**src/ecs_pkg.sv**
```systemverilog
// package: register map, config layout and timing of the counter status block
package ecs_pkg;

  // clock and timing
  localparam int unsigned CLK_HZ       = 50_000_000;
  localparam int unsigned INIT_TIME_US = 10;
  localparam int unsigned INIT_CYCLES  = INIT_TIME_US * (CLK_HZ / 1_000_000);
  localparam int unsigned ZF_TIME_MS   = 100;
  localparam int unsigned ZF_CYCLES    = ZF_TIME_MS * (CLK_HZ / 1_000);

  // register byte offsets
  localparam logic [7:0] OFF_SNAP     = 8'h00;
  localparam logic [7:0] OFF_LIVE     = 8'h04;
  localparam logic [7:0] OFF_CAPT     = 8'h08;
  localparam logic [7:0] OFF_STATUS   = 8'h0C;
  localparam logic [7:0] OFF_ERRCODE  = 8'h10;
  localparam logic [7:0] OFF_CFG0     = 8'h14;
  localparam logic [7:0] OFF_CFG1     = 8'h18;
  localparam logic [7:0] OFF_ROLLOVER = 8'h1C;
  localparam logic [7:0] OFF_PRESET   = 8'h20;
  localparam logic [7:0] OFF_WIN_ON   = 8'h24;
  localparam logic [7:0] OFF_WIN_OFF  = 8'h28;
  localparam logic [7:0] OFF_OUTCFG   = 8'h2C;
  localparam logic [7:0] OFF_IRQ_STAT = 8'h30;
  localparam logic [7:0] OFF_IRQ_MASK = 8'h34;

  // reset values and rollover limit
  localparam logic [31:0] CFG0_RST     = 32'h0000_7800;
  localparam logic [31:0] ROLLOVER_RST = 32'h00FF_FFFF;
  localparam logic [31:0] ROLLOVER_MAX = 32'h0100_0000;

  // snapshot control bits
  localparam int SNAP_CLR  = 0;
  localparam int SNAP_PRE  = 1;
  localparam int SNAP_VCLR = 2;

  // status word bits
  localparam int ST_ZF    = 1;
  localparam int ST_SCNT  = 2;
  localparam int ST_A     = 4;
  localparam int ST_B     = 5;
  localparam int ST_Z     = 6;
  localparam int ST_NRDY  = 13;
  localparam int ST_NVBAD = 14;
  localparam int ST_PFLT  = 15;

  // error code bits
  localparam int ERR_RSVD = 0;
  localparam int ERR_FILT = 1;
  localparam int ERR_TB   = 2;
  localparam int ERR_GATE = 3;
  localparam int ERR_ROLL = 4;
  localparam int ERR_PRE  = 5;
  localparam int ERR_SCAL = 6;
  localparam int ERR_TIE  = 7;
  localparam int ERR_WIN  = 8;
  localparam int ERR_DP   = 9;
  localparam int ERR_ASM  = 10;

  // check limits
  localparam logic [15:0] TB_STEP  = 16'h000A;
  localparam logic [15:0] TB_MAX   = 16'h0BB8;
  localparam logic [7:0]  GATE_MAX = 8'hC8;
  localparam logic [23:0] GATE_MS  = 24'h000BB8;
  localparam logic [7:0]  ASM_A    = 8'h69;
  localparam logic [7:0]  ASM_B    = 8'h6A;
  localparam logic signed [7:0] DP_MIN = -8'sd4;
  localparam logic signed [7:0] DP_MAX = 8'sd2;

  // counter configuration codes
  localparam logic [3:0] CC_COUNT  = 4'h0;
  localparam logic [3:0] CC_ENC_X1 = 4'h1;
  localparam logic [3:0] CC_ENC_X2 = 4'h2;
  localparam logic [3:0] CC_ENC_X4 = 4'h4;
  localparam logic [3:0] CC_PERIOD = 4'h5;
  localparam logic [3:0] CC_RATE   = 4'h7;
  localparam logic [2:0] SM_MAX    = 3'h4;

  // interrupt event bits
  localparam int EV_STORE = 0;
  localparam int EV_FAULT = 1;
  localparam int EV_ZF    = 2;
  localparam int EV_W     = 3;

  typedef struct packed {
    logic [7:0]  cnt_cfg;
    logic [7:0]  filt;
    logic [7:0]  dec_pos;
    logic [7:0]  gate;
    logic [15:0] time_base;
    logic [7:0]  scalar;
    logic [7:0]  assembly;
    logic [31:0] rollover;
    logic [31:0] preset;
    logic [31:0] win_on;
    logic [31:0] win_off;
    logic        pwm_sel;
    logic        tie_en;
  } ecs_cfg_t;

  typedef struct packed {
    logic nv_bad;
    logic z;
    logic b;
    logic a;
  } ecs_pins_t;

endpackage

```
**src/ecs_cfg_check.sv**
```systemverilog
// configuration validation: builds the error code word from the config set
`timescale 1ns/1ps
module ecs_cfg_check import ecs_pkg::*; (
  // clock and reset
  input  wire logic        ref_clk,
  input  wire logic        rst,
  // configuration set
  input  wire ecs_cfg_t    cfg,
  // error code word
  output logic      [15:0] err_code
);
  logic [15:0] next_err;
  logic [3:0]  cc;
  logic [2:0]  sm;
  logic [23:0] tb_prod;
  logic signed [7:0] dp;

  // combinational checks, registered once to keep timing short
  always_comb begin
    cc       = cfg.cnt_cfg[3:0];
    sm       = cfg.cnt_cfg[6:4];
    dp       = $signed(cfg.dec_pos);
    tb_prod  = 24'(cfg.time_base) * 24'(cfg.gate);
    next_err = 16'h0000;
    next_err[ERR_ASM] = !(cfg.assembly == 8'h00 ||
                          cfg.assembly == ASM_A ||
                          cfg.assembly == ASM_B);
    next_err[ERR_DP]  = (cc == CC_PERIOD || cc == CC_RATE) &&
                        (dp < DP_MIN || dp > DP_MAX);
    next_err[ERR_WIN] = (cfg.win_on == cfg.win_off &&
                         cfg.win_on != 32'h0) ||
                        cfg.win_on > cfg.rollover ||
                        cfg.win_off > cfg.rollover;
    next_err[ERR_TIE] = cfg.tie_en && cfg.win_on == 32'h0 &&
                        cfg.win_off == 32'h0;
    // scalar read as unsigned byte, one-hot power of two
    next_err[ERR_SCAL] = (cc == CC_PERIOD) &&
                         ($countones(cfg.scalar) != 1);
    next_err[ERR_PRE] = cfg.preset >= cfg.rollover;
    next_err[ERR_ROLL] = (cfg.rollover == 32'h0 && !cfg.pwm_sel) ||
                         (cfg.rollover != 32'h0 && cfg.pwm_sel) ||
                         cfg.rollover > ROLLOVER_MAX;
    next_err[ERR_GATE] = (cc == CC_RATE) &&
                         (cfg.gate == 8'h00 || cfg.gate > GATE_MAX ||
                          tb_prod > GATE_MS);
    next_err[ERR_TB]  = (cfg.time_base % TB_STEP) != 16'h0 ||
                        cfg.time_base > TB_MAX;
    next_err[ERR_FILT] = (cfg.filt[6:4] != 3'b000 &&
                          cfg.filt[3:0] == 4'h0) ||
                         $countones(cfg.filt[3:0]) > 1;
    next_err[ERR_RSVD] = !(cc == CC_COUNT || cc == CC_ENC_X1 ||
                           cc == CC_ENC_X2 || cc == CC_ENC_X4 ||
                           cc == CC_PERIOD || cc == CC_RATE) ||
                         sm > SM_MAX;
  end

  // error word register
  always_ff @(posedge ref_clk) begin
    if (rst) begin
      err_code <= 16'h0000;
    end else begin
      err_code <= next_err;
    end
  end

endmodule // ecs_cfg_check

```
**src/ecs_top.sv**
```systemverilog
// encoder counter status, config checks and AXI4-Lite register slave
//
// Overview of operation
// - snapshot bits 0,1,2 clear count, load preset, clear stored count.
// - status bits 4,5,6 follow inputs A, B and Z.
// - bad config sets status bit 15 and writes an error code word.
// - while a config fault stands the counter stays out of operation.
// - stored count is a full 32-bit unsigned value.
// - error bit 10 flags an assembly other than 0, 105 or 106.
// - error bit 9 flags decimal position out of range.
// - error bit 8 flags bad window on and off values.
// - error bit 7 flags a tie to an unprogrammed window.
// - error bit 6 flags missing or multiple scalar selections.
// - error bit 5 flags preset not below rollover.
// - error bit 4 flags rollover zero, conflicting with PWM, or too large.
// - error bit 3 flags gate interval missing, above 200, or too long.
// - error bit 2 flags time base not multiple of 10 or above 3000.
// - error bit 1 flags filter enabled without, or with many, frequencies.
// - error bit 0 flags reserved counter config or mode codes.
`timescale 1ns/1ps
module ecs_top import ecs_pkg::*; #(
  parameter int unsigned ZF_CYC = ZF_CYCLES
) (
  // clock and reset
  input  wire logic        ref_clk,
  input  wire logic        rst,
  // axi4-lite write address
  input  wire logic [7:0]  s_axi_awaddr,
  input  wire logic        s_axi_awvalid,
  output logic             s_axi_awready,
  // axi4-lite write data
  input  wire logic [31:0] s_axi_wdata,
  input  wire logic [3:0]  s_axi_wstrb,
  input  wire logic        s_axi_wvalid,
  output logic             s_axi_wready,
  // axi4-lite write response
  output logic [1:0]       s_axi_bresp,
  output logic             s_axi_bvalid,
  input  wire logic        s_axi_bready,
  // axi4-lite read address
  input  wire logic [7:0]  s_axi_araddr,
  input  wire logic        s_axi_arvalid,
  output logic             s_axi_arready,
  // axi4-lite read data
  output logic [31:0]      s_axi_rdata,
  output logic [1:0]       s_axi_rresp,
  output logic             s_axi_rvalid,
  input  wire logic        s_axi_rready,
  // encoder pins and config memory check
  input  wire ecs_pins_t   pins,
  // interrupt
  output logic             irq
);
  ecs_cfg_t    cfg;
  ecs_pins_t   pin_s1;
  ecs_pins_t   pin_s2;
  ecs_pins_t   pin_d;
  logic [31:0] cfg0;
  logic [31:0] cfg1;
  logic [31:0] rollover;
  logic [31:0] preset;
  logic [31:0] win_on;
  logic [31:0] win_off;
  logic [1:0]  outcfg;
  logic [7:0]  snap;
  logic [31:0] live_cnt;
  logic [31:0] capt_cnt;
  logic [1:0]  store_cnt;
  logic [15:0] err_code;
  logic [15:0] status;
  logic [31:0] zf_timer;
  logic        zf_flag;
  logic [15:0] init_timer;
  logic        not_ready;
  logic        nv_bad;
  logic        fault;
  logic        fault_d;
  logic        zf_d;
  logic        run;
  logic        a_rise;
  logic        z_rise;
  logic        count_dir_dn;
  logic        store_ev;
  logic [EV_W-1:0] irq_stat;
  logic [EV_W-1:0] irq_mask;
  logic [EV_W-1:0] ev;
  logic [7:0]  aw_addr;
  logic [31:0] w_data;
  logic [3:0]  w_strb;
  logic        aw_full;
  logic        w_full;
  logic        wr_fire;
  logic        wr_ok;
  logic [31:0] rd_mux;
  logic        rd_ok;
  logic [7:0]  ar_word;
  logic [7:0]  aw_word;

  // byte-lane merge for writable words
  function automatic logic [31:0] merge(input logic [31:0] old,
                                        input logic [31:0] wd,
                                        input logic [3:0]  st);
    logic [31:0] r;
    r = old;
    for (int i = 0; i < 4; i++) begin
      if (st[i]) begin
        r[8*i +: 8] = wd[8*i +: 8];
      end
    end
    return r;
  endfunction

  // configuration view for the checker
  assign cfg = '{cnt_cfg: cfg0[7:0], filt: cfg0[15:8],
                 dec_pos: cfg0[23:16], gate: cfg0[31:24],
                 time_base: cfg1[15:0], scalar: cfg1[23:16],
                 assembly: cfg1[31:24], rollover: rollover,
                 preset: preset, win_on: win_on, win_off: win_off,
                 pwm_sel: outcfg[0], tie_en: outcfg[1]};

  ecs_cfg_check u_check (
    .ref_clk  (ref_clk),
    .rst      (rst),
    .cfg      (cfg),
    .err_code (err_code)
  );

  // pins are asynchronous: two stages, then an edge history stage
  always_ff @(posedge ref_clk) begin
    if (rst) begin
      pin_s1 <= '0;
      pin_s2 <= '0;
      pin_d  <= '0;
    end else begin
      pin_s1 <= pins;
      pin_s2 <= pin_s1;
      pin_d  <= pin_s2;
    end
  end

  // edges; z polarity follows config bit 7
  assign a_rise = pin_s2.a && !pin_d.a;
  assign z_rise = (pin_s2.z ^ cfg0[7]) && !(pin_d.z ^ cfg0[7]);
  assign count_dir_dn = (cfg0[3:0] != CC_COUNT) && pin_s2.b;
  assign fault    = err_code != 16'h0000;
  assign run      = !not_ready && !fault;
  assign store_ev = run && z_rise && (cfg0[6:4] != 3'h0);

  // power-up initialisation window and latched config memory fault
  always_ff @(posedge ref_clk) begin
    if (rst) begin
      init_timer <= 16'h0000;
      not_ready  <= 1'b1;
      nv_bad     <= 1'b0;
    end else begin
      if (not_ready) begin
        init_timer <= init_timer + 16'h0001;
        if (init_timer == 16'(INIT_CYCLES - 1)) begin
          not_ready <= 1'b0;
        end
      end
      if (pin_s2.nv_bad) begin
        nv_bad <= 1'b1;
      end
    end
  end

  // live count; snapshot bits act as levels while held at one
  always_ff @(posedge ref_clk) begin
    if (rst) begin
      live_cnt <= 32'h0000_0000;
    end else if (snap[SNAP_CLR]) begin
      live_cnt <= 32'h0000_0000;
    end else if (snap[SNAP_PRE]) begin
      live_cnt <= preset;
    end else if (store_ev && cfg0[6:4] >= 3'h3) begin
      live_cnt <= 32'h0000_0000;
    end else if (run && a_rise) begin
      // rollover of zero runs free; only legal with pwm selected
      if (count_dir_dn) begin
        live_cnt <= (live_cnt == 32'h0) ? rollover - 32'h1
                                        : live_cnt - 32'h1;
      end else if (rollover != 32'h0 && live_cnt >= rollover - 32'h1) begin
        live_cnt <= 32'h0000_0000;
      end else begin
        live_cnt <= live_cnt + 32'h1;
      end
    end
  end

  // stored count and its update counter
  always_ff @(posedge ref_clk) begin
    if (rst) begin
      capt_cnt  <= 32'h0000_0000;
      store_cnt <= 2'h0;
    end else begin
      if (snap[SNAP_VCLR]) begin
        capt_cnt <= 32'h0000_0000;
      end else if (store_ev) begin
        capt_cnt <= live_cnt;
      end
      if (store_ev) begin
        store_cnt <= store_cnt + 2'h1;
      end
    end
  end

  // zero-frequency watch on input a
  always_ff @(posedge ref_clk) begin
    if (rst) begin
      zf_timer <= 32'h0000_0000;
      zf_flag  <= 1'b0;
    end else if (a_rise) begin
      zf_timer <= 32'h0000_0000;
      zf_flag  <= 1'b0;
    end else if (zf_timer == 32'(ZF_CYC - 1)) begin
      zf_flag  <= 1'b1;
    end else begin
      zf_timer <= zf_timer + 32'h1;
    end
  end

  // status word
  always_comb begin
    status           = 16'h0000;
    status[ST_ZF]    = zf_flag;
    status[ST_SCNT +: 2] = store_cnt;
    status[ST_A]     = pin_s2.a;
    status[ST_B]     = pin_s2.b;
    status[ST_Z]     = pin_s2.z;
    status[ST_NRDY]  = not_ready;
    status[ST_NVBAD] = nv_bad;
    status[ST_PFLT]  = fault;
  end

  // interrupt events: rising fault, rising zero frequency, store
  always_ff @(posedge ref_clk) begin
    if (rst) begin
      fault_d <= 1'b0;
      zf_d    <= 1'b0;
    end else begin
      fault_d <= fault;
      zf_d    <= zf_flag;
    end
  end

  always_comb begin
    ev           = '0;
    ev[EV_STORE] = store_ev;
    ev[EV_FAULT] = fault && !fault_d;
    ev[EV_ZF]    = zf_flag && !zf_d;
  end

  // sticky status, write one to clear; a new event beats the clear
  always_ff @(posedge ref_clk) begin
    if (rst) begin
      irq_stat <= '0;
      irq      <= 1'b0;
    end else begin
      if (wr_fire && aw_word == OFF_IRQ_STAT && w_strb[0]) begin
        irq_stat <= (irq_stat & ~w_data[EV_W-1:0]) | ev;
      end else begin
        irq_stat <= irq_stat | ev;
      end
      irq <= |(irq_stat & irq_mask);
    end
  end

  // axi write side: address and data taken in either order
  assign aw_word = {aw_addr[7:2], 2'b00};
  assign wr_fire = aw_full && w_full && !s_axi_bvalid;
  always_comb begin
    case (aw_word)
      OFF_SNAP, OFF_CFG0, OFF_CFG1, OFF_ROLLOVER, OFF_PRESET,
      OFF_WIN_ON, OFF_WIN_OFF, OFF_OUTCFG, OFF_IRQ_STAT,
      OFF_IRQ_MASK: wr_ok = 1'b1;
      default: wr_ok = 1'b0;
    endcase
  end

  always_ff @(posedge ref_clk) begin
    if (rst) begin
      s_axi_awready <= 1'b1;
      s_axi_wready  <= 1'b1;
      s_axi_bvalid  <= 1'b0;
      s_axi_bresp   <= 2'b00;
      aw_full       <= 1'b0;
      w_full        <= 1'b0;
      aw_addr       <= 8'h00;
      w_data        <= 32'h0;
      w_strb        <= 4'h0;
    end else begin
      if (s_axi_awvalid && s_axi_awready) begin
        aw_addr       <= s_axi_awaddr;
        aw_full       <= 1'b1;
        s_axi_awready <= 1'b0;
      end
      if (s_axi_wvalid && s_axi_wready) begin
        w_data       <= s_axi_wdata;
        w_strb       <= s_axi_wstrb;
        w_full       <= 1'b1;
        s_axi_wready <= 1'b0;
      end
      if (wr_fire) begin
        aw_full      <= 1'b0;
        w_full       <= 1'b0;
        s_axi_bvalid <= 1'b1;
        s_axi_bresp  <= wr_ok ? 2'b00 : 2'b10;
      end
      if (s_axi_bvalid && s_axi_bready) begin
        s_axi_bvalid  <= 1'b0;
        s_axi_awready <= 1'b1;
        s_axi_wready  <= 1'b1;
      end
    end
  end

  // writable registers
  always_ff @(posedge ref_clk) begin
    if (rst) begin
      snap     <= 8'h00;
      cfg0     <= CFG0_RST;
      cfg1     <= 32'h0;
      rollover <= ROLLOVER_RST;
      preset   <= 32'h0;
      win_on   <= 32'h0;
      win_off  <= 32'h0;
      outcfg   <= 2'h0;
      irq_mask <= '0;
    end else if (wr_fire) begin
      case (aw_word)
        OFF_SNAP:     snap     <= w_strb[0] ? w_data[7:0] : snap;
        OFF_CFG0:     cfg0     <= merge(cfg0, w_data, w_strb);
        OFF_CFG1:     cfg1     <= merge(cfg1, w_data, w_strb);
        OFF_ROLLOVER: rollover <= merge(rollover, w_data, w_strb);
        OFF_PRESET:   preset   <= merge(preset, w_data, w_strb);
        OFF_WIN_ON:   win_on   <= merge(win_on, w_data, w_strb);
        OFF_WIN_OFF:  win_off  <= merge(win_off, w_data, w_strb);
        OFF_OUTCFG:   outcfg   <= w_strb[0] ? w_data[1:0] : outcfg;
        OFF_IRQ_MASK: irq_mask <= w_strb[0] ? w_data[EV_W-1:0] : irq_mask;
        default: ;
      endcase
    end
  end

  // read mux; unmapped words answer slverr with zero data
  assign ar_word = {s_axi_araddr[7:2], 2'b00};
  always_comb begin
    rd_ok  = 1'b1;
    rd_mux = 32'h0;
    case (ar_word)
      OFF_SNAP:     rd_mux = {24'h0, snap};
      OFF_LIVE:     rd_mux = live_cnt;
      OFF_CAPT:     rd_mux = capt_cnt;
      OFF_STATUS:   rd_mux = {16'h0, status};
      OFF_ERRCODE:  rd_mux = {16'h0, err_code};
      OFF_CFG0:     rd_mux = cfg0;
      OFF_CFG1:     rd_mux = cfg1;
      OFF_ROLLOVER: rd_mux = rollover;
      OFF_PRESET:   rd_mux = preset;
      OFF_WIN_ON:   rd_mux = win_on;
      OFF_WIN_OFF:  rd_mux = win_off;
      OFF_OUTCFG:   rd_mux = {30'h0, outcfg};
      OFF_IRQ_STAT: rd_mux = {29'h0, irq_stat};
      OFF_IRQ_MASK: rd_mux = {29'h0, irq_mask};
      default:      rd_ok  = 1'b0;
    endcase
  end

  // axi read side, one read under way at a time
  always_ff @(posedge ref_clk) begin
    if (rst) begin
      s_axi_arready <= 1'b1;
      s_axi_rvalid  <= 1'b0;
      s_axi_rdata   <= 32'h0;
      s_axi_rresp   <= 2'b00;
    end else begin
      if (s_axi_arvalid && s_axi_arready) begin
        s_axi_arready <= 1'b0;
        s_axi_rvalid  <= 1'b1;
        s_axi_rdata   <= rd_mux;
        s_axi_rresp   <= rd_ok ? 2'b00 : 2'b10;
      end else if (s_axi_rvalid && s_axi_rready) begin
        s_axi_rvalid  <= 1'b0;
        s_axi_arready <= 1'b1;
      end
    end
  end

endmodule // ecs_top

```
**config.mk**
```make
export PLATFORM = sky130hd
export DESIGN_NAME = ecs_top
export DESIGN_NICKNAME = d
export VERILOG_FILES = /design/src/ecs_pkg.sv /design/src/ecs_cfg_check.sv /design/src/ecs_top.sv
export SDC_FILE = /design/constraint.sdc
export NUM_CORES = 2
export LEC_CHECK = 0
export ABC_AREA = 0
export BUFFER_PORTS_ARGS = -buffer_cell sky130_fd_sc_hd__buf_2
export CORE_MARGIN = 5
export CORE_UTILIZATION = 45
export CTS_BUF_LIST = sky130_fd_sc_hd__clkbuf_8
export DETAILED_ROUTE_END_ITERATION = 7
export PLACE_DENSITY_LB_ADDON = 0.12
export SLEW_MARGIN = 20
export SYNTH_ARGS = -nofsm -noshare
export SYNTH_HDL_FRONTEND = slang
export SYNTH_SLANG_ARGS = --single-unit
```
**constraint.sdc**
```tcl
create_clock -name ref_clk -period 15.5 [get_ports ref_clk]
set_input_delay 1.55 -clock ref_clk [delete_from_list [all_inputs] [get_ports ref_clk]]
set_output_delay 1.55 -clock ref_clk [all_outputs]
set_load 0.005 [all_outputs]
```
# [Word level (Yosys, flattened, before mapping)]
# Cells that the tools add are included.
# Widths: inputs -> output; s select.
[word_totals] elab_cells=264 ff_bits=441 output_inout_bits=42 latchBits=0 memories=0 ram_bits=0 rom_bits=0 inputBits=63
[classes] addsub=16 mux=18 shifts=0 n_lt_le_gt_ge=13 reduce_logical=111 div=1 n_mul=1 bitwise_logic=7 eq_ne=33
[op_table] op="$pmux 32 s14" count=1
[op_table] op="$mux 32" count=6
[op_table] op="$add 32x32->32" count=4
[op_table] op="$logic_not 32->1" count=4
[op_table] op="$reduce_and 3->1" count=27
[op_table] op="$eq 6x4->1 const B" count=12
[op_table] op="$add 32x1->32 const B" count=2
[op_table] op="$ge 32x32->1" count=2
[op_table] op="$gt 32x32->1" count=2
[op_table] op="$reduce_bool 32->1" count=2
[op_table] op="$sub 32x1->32 const B" count=2
[op_table] op="$eq 6x3->1 const B" count=7
[op_table] op="$eq 32x23->1 const B" count=1
[op_table] op="$eq 32x32->1" count=1
[op_table] op="$gt 32x2->1 const B" count=1
[op_table] op="$gt 32x25->1 const B" count=1
[op_table] op="$logic_not 8->1" count=4
[op_table] op="$ne 32x2->1 const B" count=1
[op_table] op="$reduce_bool 16->1" count=2
[op_table] op="$logic_and 1x1->1" count=29
[op_table] op="$gt 24x12->1 const B" count=1
[op_table] op="$mul 16x8->24" count=1
[op_table] op="$logic_or 1x1->1" count=18
[op_table] op="$add 16x1->16 const B" count=1
[op_table] op="32 further kinds" count=68

# [Longest topological paths before layout]
[logic_depth] word_depth=8 mapped_depth=28

# [Cells and area by module]
# A second synthesis with hierarchy kept.
[hier_totals] cells_unflattened=3716 area_unflattened_um2=29664.7
[by_module_without_submodules] module="ecs_top" area_each_um2=20556.0 cells_per_inst=2556 instances=1
[by_module_without_submodules] module="ecs_cfg_check" area_each_um2=9108.7 cells_per_inst=1160 instances=1

# [Worst setup path before layout]
# Ideal clock, no wire load.
[synth_timing] kind="register -> register" start="register cfg1[4]" end="register u_check.err_code[3]" path_slack_ps=10171 t_arrival_ps=5204 path_buffers=2 stages_incl_launch_ff=26 setup_ps=124 t_required_ps=15376 path_cell_list="dfxtp_1 clkbuf_1 clkbuf_1 and2_1 fa_1 ha_1 inv_1 fa_1 fa_1 inv_1 ha_1 a21oi_1 o21bai_1 a21oi_1 o21bai_1 a21oi_1 o21bai_1 a21oi_1 o21bai_1 a21oi_1 o21ai_0 a21oi_1 o21bai_1 xor2_1 nor3_1 a31oi_1"
[synth_between] elab_chain_len=4
[synth_lines] item="from (decl)" line="ecs_top.sv:59" text="logic [31:0] cfg1;"
[synth_lines] item="from (signal assigned)" line="ecs_top.sv:334" text="OFF_CFG1: cfg1 <= merge(cfg1, w_data, w_strb);"
[synth_lines] item="$mul 16x8->24" line="ecs_cfg_check.sv:23" text="tb_prod = 24'(cfg.time_base) * 24'(cfg.gate);"
[synth_lines] item="$gt 24x12->1" line="ecs_cfg_check.sv:45" text="tb_prod > GATE_MS);"
[synth_lines] item="$logic_or 1x1->1" line="ecs_cfg_check.sv:44" text="(cfg.gate == 8'h00 || cfg.gate > GATE_MAX ||"
[synth_lines] item="$logic_and 1x1->1" line="ecs_cfg_check.sv:43" text="next_err[ERR_GATE] = (cc == CC_RATE) &&"
[synth_lines] item="to (signal assigned)" line="ecs_cfg_check.sv:62" text="err_code <= next_err;"
[synth_lines] item="to (decl)" line="ecs_cfg_check.sv:10" text="output logic [15:0] err_code"
# No other way between the ends.
# A chain may end at the register's enable or synchronous reset.

# [Worst setup path in the final report]
[layout_timing] start="register cfg1[15]" end="register u_check.err_code[2]"
[layout_between] elab_chain_len=3 elab_cells_between_ends=4 cone_classes="div: 1; order compare: 1; reduce/logical: 2"
[layout_lines] item="$mod 16x4->16" line="ecs_cfg_check.sv:46" text="next_err[ERR_TB] = (cfg.time_base % TB_STEP) != 16'h0 ||"
[layout_lines] item="$reduce_bool 16->1" line="ecs_cfg_check.sv:46"
[layout_lines] item="$logic_or 1x1->1 *" line="ecs_cfg_check.sv:46"
# Every way passes the cells marked *; elsewhere a longest branch is shown, timed or not.

==> results.py <==
metrics = {
    "routing": {
        "postRouteWirelength_mm": 97.3,
        "antenna_violating_nets_post_route": 0,
        "detail_route.vias_per_cell": 5.83,
        "drt_iter0_markers": 2139,
        "drt_pre_antenna_iters": 5,
        "num_vias": 26500,
        "routedWlPerCell_um": 21.4,
        "drc": 0,
    },
    "clock_network": {
        "cts_htree_levels": 3,
        "cts-resized-gates": 0,
        "cts.sink_count": 432,
        "ctsLongestPathBuffers": 3,
        "cts_setup_buffers": 0,
        "tritoncts.num_buffers": 79,
        "clock_latency_ns": 0.69,
        "hold_bufs_inserted_after_cts": 0,
        "cts.root.buffer_cell": "sky130_fd_sc_hd__clkbuf_8",
        "cts_tree": "done",
        "clkSlewWorstSetupHoldPaths_ns": 0.06,
    },
    "logic_synthesis": {
        "synth.yosys.seq_area_share": 0.288,
        "synth_edf_count": 0,
        "yosysTopAreaCellShare": 0.288,
        "synth_area_per_cell_um2": 8.23,
        "synth_area_um2": 30000,
        "top_post_synthesis_cells_by_area": "sky130_fd_sc_hd__dfxtp_1 29%, sky130_fd_sc_hd__mux2i_1 8.5%, sky130_fd_sc_hd__ha_1 7.9%",
        "synthDistinctLibCells": 97,
        "ys_seq_elements": 432,
        "synthDominantAreaCellType": "sky130_fd_sc_hd__dfxtp_1",
        "synth.yosys.warnings": 0,
        "synth_top_flop_cell": "sky130_fd_sc_hd__dfxtp_1",
        "synth-async-reset-ratio": 0,
        "synth_cells": 3647,
    },
    "layout": {
        "synthToLayoutAreaGrowth_pct": 8.33,
        "nFillCells": 6564,
        "mostFrequentLayoutCells": "528 x sky130_fd_sc_hd__nor2_1, 431 x sky130_fd_sc_hd__dfxtp_1, 305 x sky130_fd_sc_hd__nand2_1",
        "final_nets": 3961,
        "mostFrequentLayoutCell": "sky130_fd_sc_hd__nor2_1",
        "drive_above_1_share": 0.0884,
    },
    "worst_setup_path": {
        "crit-reg2reg-capture": "u_check.err_code[2]$_SDFF_PP0_",
        "slowest_delay_ns": 1.03,
        "worstPathMaxFanout": 30,
        "crit_type": "register to register",
        "timing.critical_path.cells": "clkinv_1 -> and3_1 -> o21ai_1 -> o2111ai_1 -> or4_1 -> nand3b_1 -> and4_1 -> nor2_1 -> o32ai_1 -> nor2_1 -> o22a_1 -> o21bai_2 -> nor3_1 -> a2111o_1 -> o41ai_2 -> a41oi_1",
        "crit_path_start_kind": "register",
        "crit_path_frequent_cell": "sky130_fd_sc_hd__nor2_1",
        "rr_worst_depth": 16,
        "worstPathRequired_ns": 15.99,
        "slowest_stage": "sky130_fd_sc_hd__dfxtp_1",
        "worst_ep_arrival_time_ns": 6.42,
        "critical_path.reg2reg.startpoint": "cfg1[15]$_SDFFE_PP0P_",
        "reg2reg_slack_ns": 9.57,
        "timing.critical_path.to_type": "register",
    },
    "global_routing": {
        "grt_pass1_wl_mm": 148,
        "antenna_violations_before_repair": 1,
        "gr-usage-all-layers": 0.262,
        "grt_overflow": 0,
        "first_global_vias": 24600,
        "maximum_number_of_pins_on_one_net_before_global_route_repair": 92,
    },
    "min_path": {
        "hold_sp": "pin_s1[2]$_SDFF_PP0_",
        "holdCritPathClass": "register to register",
        "worstHoldEndpoint": "pin_s2[2]$_SDFF_PP0_",
        "worst_hold_path.num_cells": 1,
    },
    "floorplanning": {
        "die_width_um": 268,
        "dieArea_um2": 72000,
        "starting_density": 0.455,
        "coreArea_um2": 66000,
        "row_count": 94,
        "die_y_um": 268,
        "io_pins": 105,
    },
    "power": {
        "p_leak_nw": 14.8,
        "pwr_density_cell_nw_per_um2": 71.7,
        "vdd.ir_drop.worst_v": 0.0000726,
    },
    "timing": {
        "slew_violations": 0,
        "finalCritPeriodShare": 0.383,
        "timing.final.crit_period_ns": 5.93,
        "setup_viol": 0,
        "rsz_0062_raised_after_global_routing": "false",
        "max_clock_freq_mhz": 169,
        "max-slew-margin-rel": 0.179,
        "timing.setup.tns_ns": 0,
        "clock-skew-final_ns": 0.0384,
        "tightest_slew_ns": 1.21,
        "final_hold_viol_count": 0,
        "holdWs_ns": 0.438,
    },
    "run_status": {
        "outcome": "finished clean",
    },
    "flow_run": {
        "max-cap-violations": 0,
    },
    "placed_design": {
        "port-buffer-count": 98,
        "routabilityCongestion": 0.984,
        "hpwlAfterDp_mm": 71.2,
    },
}
## registers in the layout, summed over array words and instances (netlist names), 2 cells and up
signal            flops
pin_d                 2
rollover             32
w_strb                4
irq_mask              3
win_on               32
irq_stat              3
store_cnt             2
snap                  8
cfg0                 32
s_axi_rdata          32
aw_addr               6
pin_s1                4
zf_timer             32
capt_cnt             32
live_cnt             32
init_timer           16
w_data               32
outcfg                2
u_check.err_code     11
pin_s2                4
win_off              32
cfg1                 32
preset               32
## area by class of cell
class                           count  area [µm²]  share of cell area
Multi-Input combinational cell   2790       19700               0.607
Clock inverter                     46         284             0.00873
Inverter                          175         657              0.0202
Tap cell                          864        1080              0.0332
Timing Repair Buffer              142         833              0.0256
Antenna cell                        1        2.50           0.0000769
Clock buffer                       92        1270              0.0389
Sequential cell                   432        8650               0.266
## Yosys cell counts, drive strengths merged (7+ instances only)
cell type / number
nor4: 58
and3: 24
nand4: 58
nor2b: 43
nand2b: 32
nand3b: 9
nand3: 76
a21o: 47
a221o: 15
xor2: 86
mux2: 25
o2111ai: 8
buf: 42
dfxtp: 432
nor4b: 7
a31oi: 12
and2: 59
mux2i: 255
o31ai: 7
fa: 89
a221oi: 39
or3: 18
a2111oi: 16
a21oi: 267
nand2: 305
a211o: 32
o221ai: 7
mux4: 15
a22oi: 41
clkbuf: 209
ha: 189
nor3b: 13
a211oi: 12
inv: 173
o22ai: 24
o21bai: 12
xnor2: 80
o211ai: 17
or4: 10
o21ai: 114
nor3: 53
nor2: 532
## per-stage QoR
stage	instances	power (mW)	area, µm²	setup slack (ns)	util
after CTS	4541	2.35	32500	9.64	0.493
after floorplan	3648	1.23	30000	10.17	-
final	4542	2.33	32500	9.57	0.493
after global placement	4403	1.27	31000	9.63	0.469
after global routing	4542	2.41	32500	8.85	0.493
after detailed placement	4403	1.27	31000	9.67	0.469
## critical path, delay by kind of cell (launching register included)
family	cells	cell delay, ns
AND/OR/NAND/NOR	7	1.79
AO/OA/AOI/OAI	8	2.23
buffers and inverters	1	0.66
flip-flops	1	1.03
## per-layer routing
metal  vias up  GRT usage  part of all wire
met1     12700      0.372              0.46
met3       171     0.0408             0.063
met2       803      0.400              0.44
li1      12800          -                 -
met5         -          0                 0
met4         0      0.104             0.043
## report_power, final
group,internal [mW],switching (mW)
Sequential,1.12,0.0241
Clock,0.576,0.506
Combinational,0.0332,0.0706
## cells by family (layout without fill, tap and decap cells)
kind of cell             count (synthesis)  count (layout)  share of synthesized area
flip-flops                             432             432                      0.288
AO/OA/AOI/OAI                          728             728                      0.159
other                                    1               3                   0.000125
AND/OR/NAND/NOR                       1320            1320                      0.204
adder cells (fa/ha/maj)                279             279                      0.138
buffers and inverters                  426             455                     0.0560
multiplexers                           295             295                      0.106
XOR/XNOR                               166             166                     0.0484
## how the worst max path moves through the flow
| stage | cells after the start | slack (ns) | end | startpoint |
|---|---|---|---|---|
| floorplan | 25 | 10.17 | u_check.err_code[3]$_SDFF_PP0_ | cfg1[4]$_SDFFE_PP0P_ |
| CTS | 16 | 9.64 | u_check.err_code[2]$_SDFF_PP0_ | cfg1[15]$_SDFFE_PP0P_ |
| global route | 26 | 8.85 | live_cnt[17]$_SDFFE_PP0P_ | rollover[2]$_SDFFE_PP1P_ |
| global placement | 16 | 9.63 | u_check.err_code[2]$_SDFF_PP0_ | cfg1[15]$_SDFFE_PP0P_ |
| finish | 16 | 9.57 | u_check.err_code[2]$_SDFF_PP0_ | cfg1[15]$_SDFFE_PP0P_ |
| detailed placement | 25 | 9.67 | u_check.err_code[3]$_SDFF_PP0_ | cfg0[27]$_SDFFE_PP0P_ |
No activity file was read; power rests on OpenSTA's default activity.
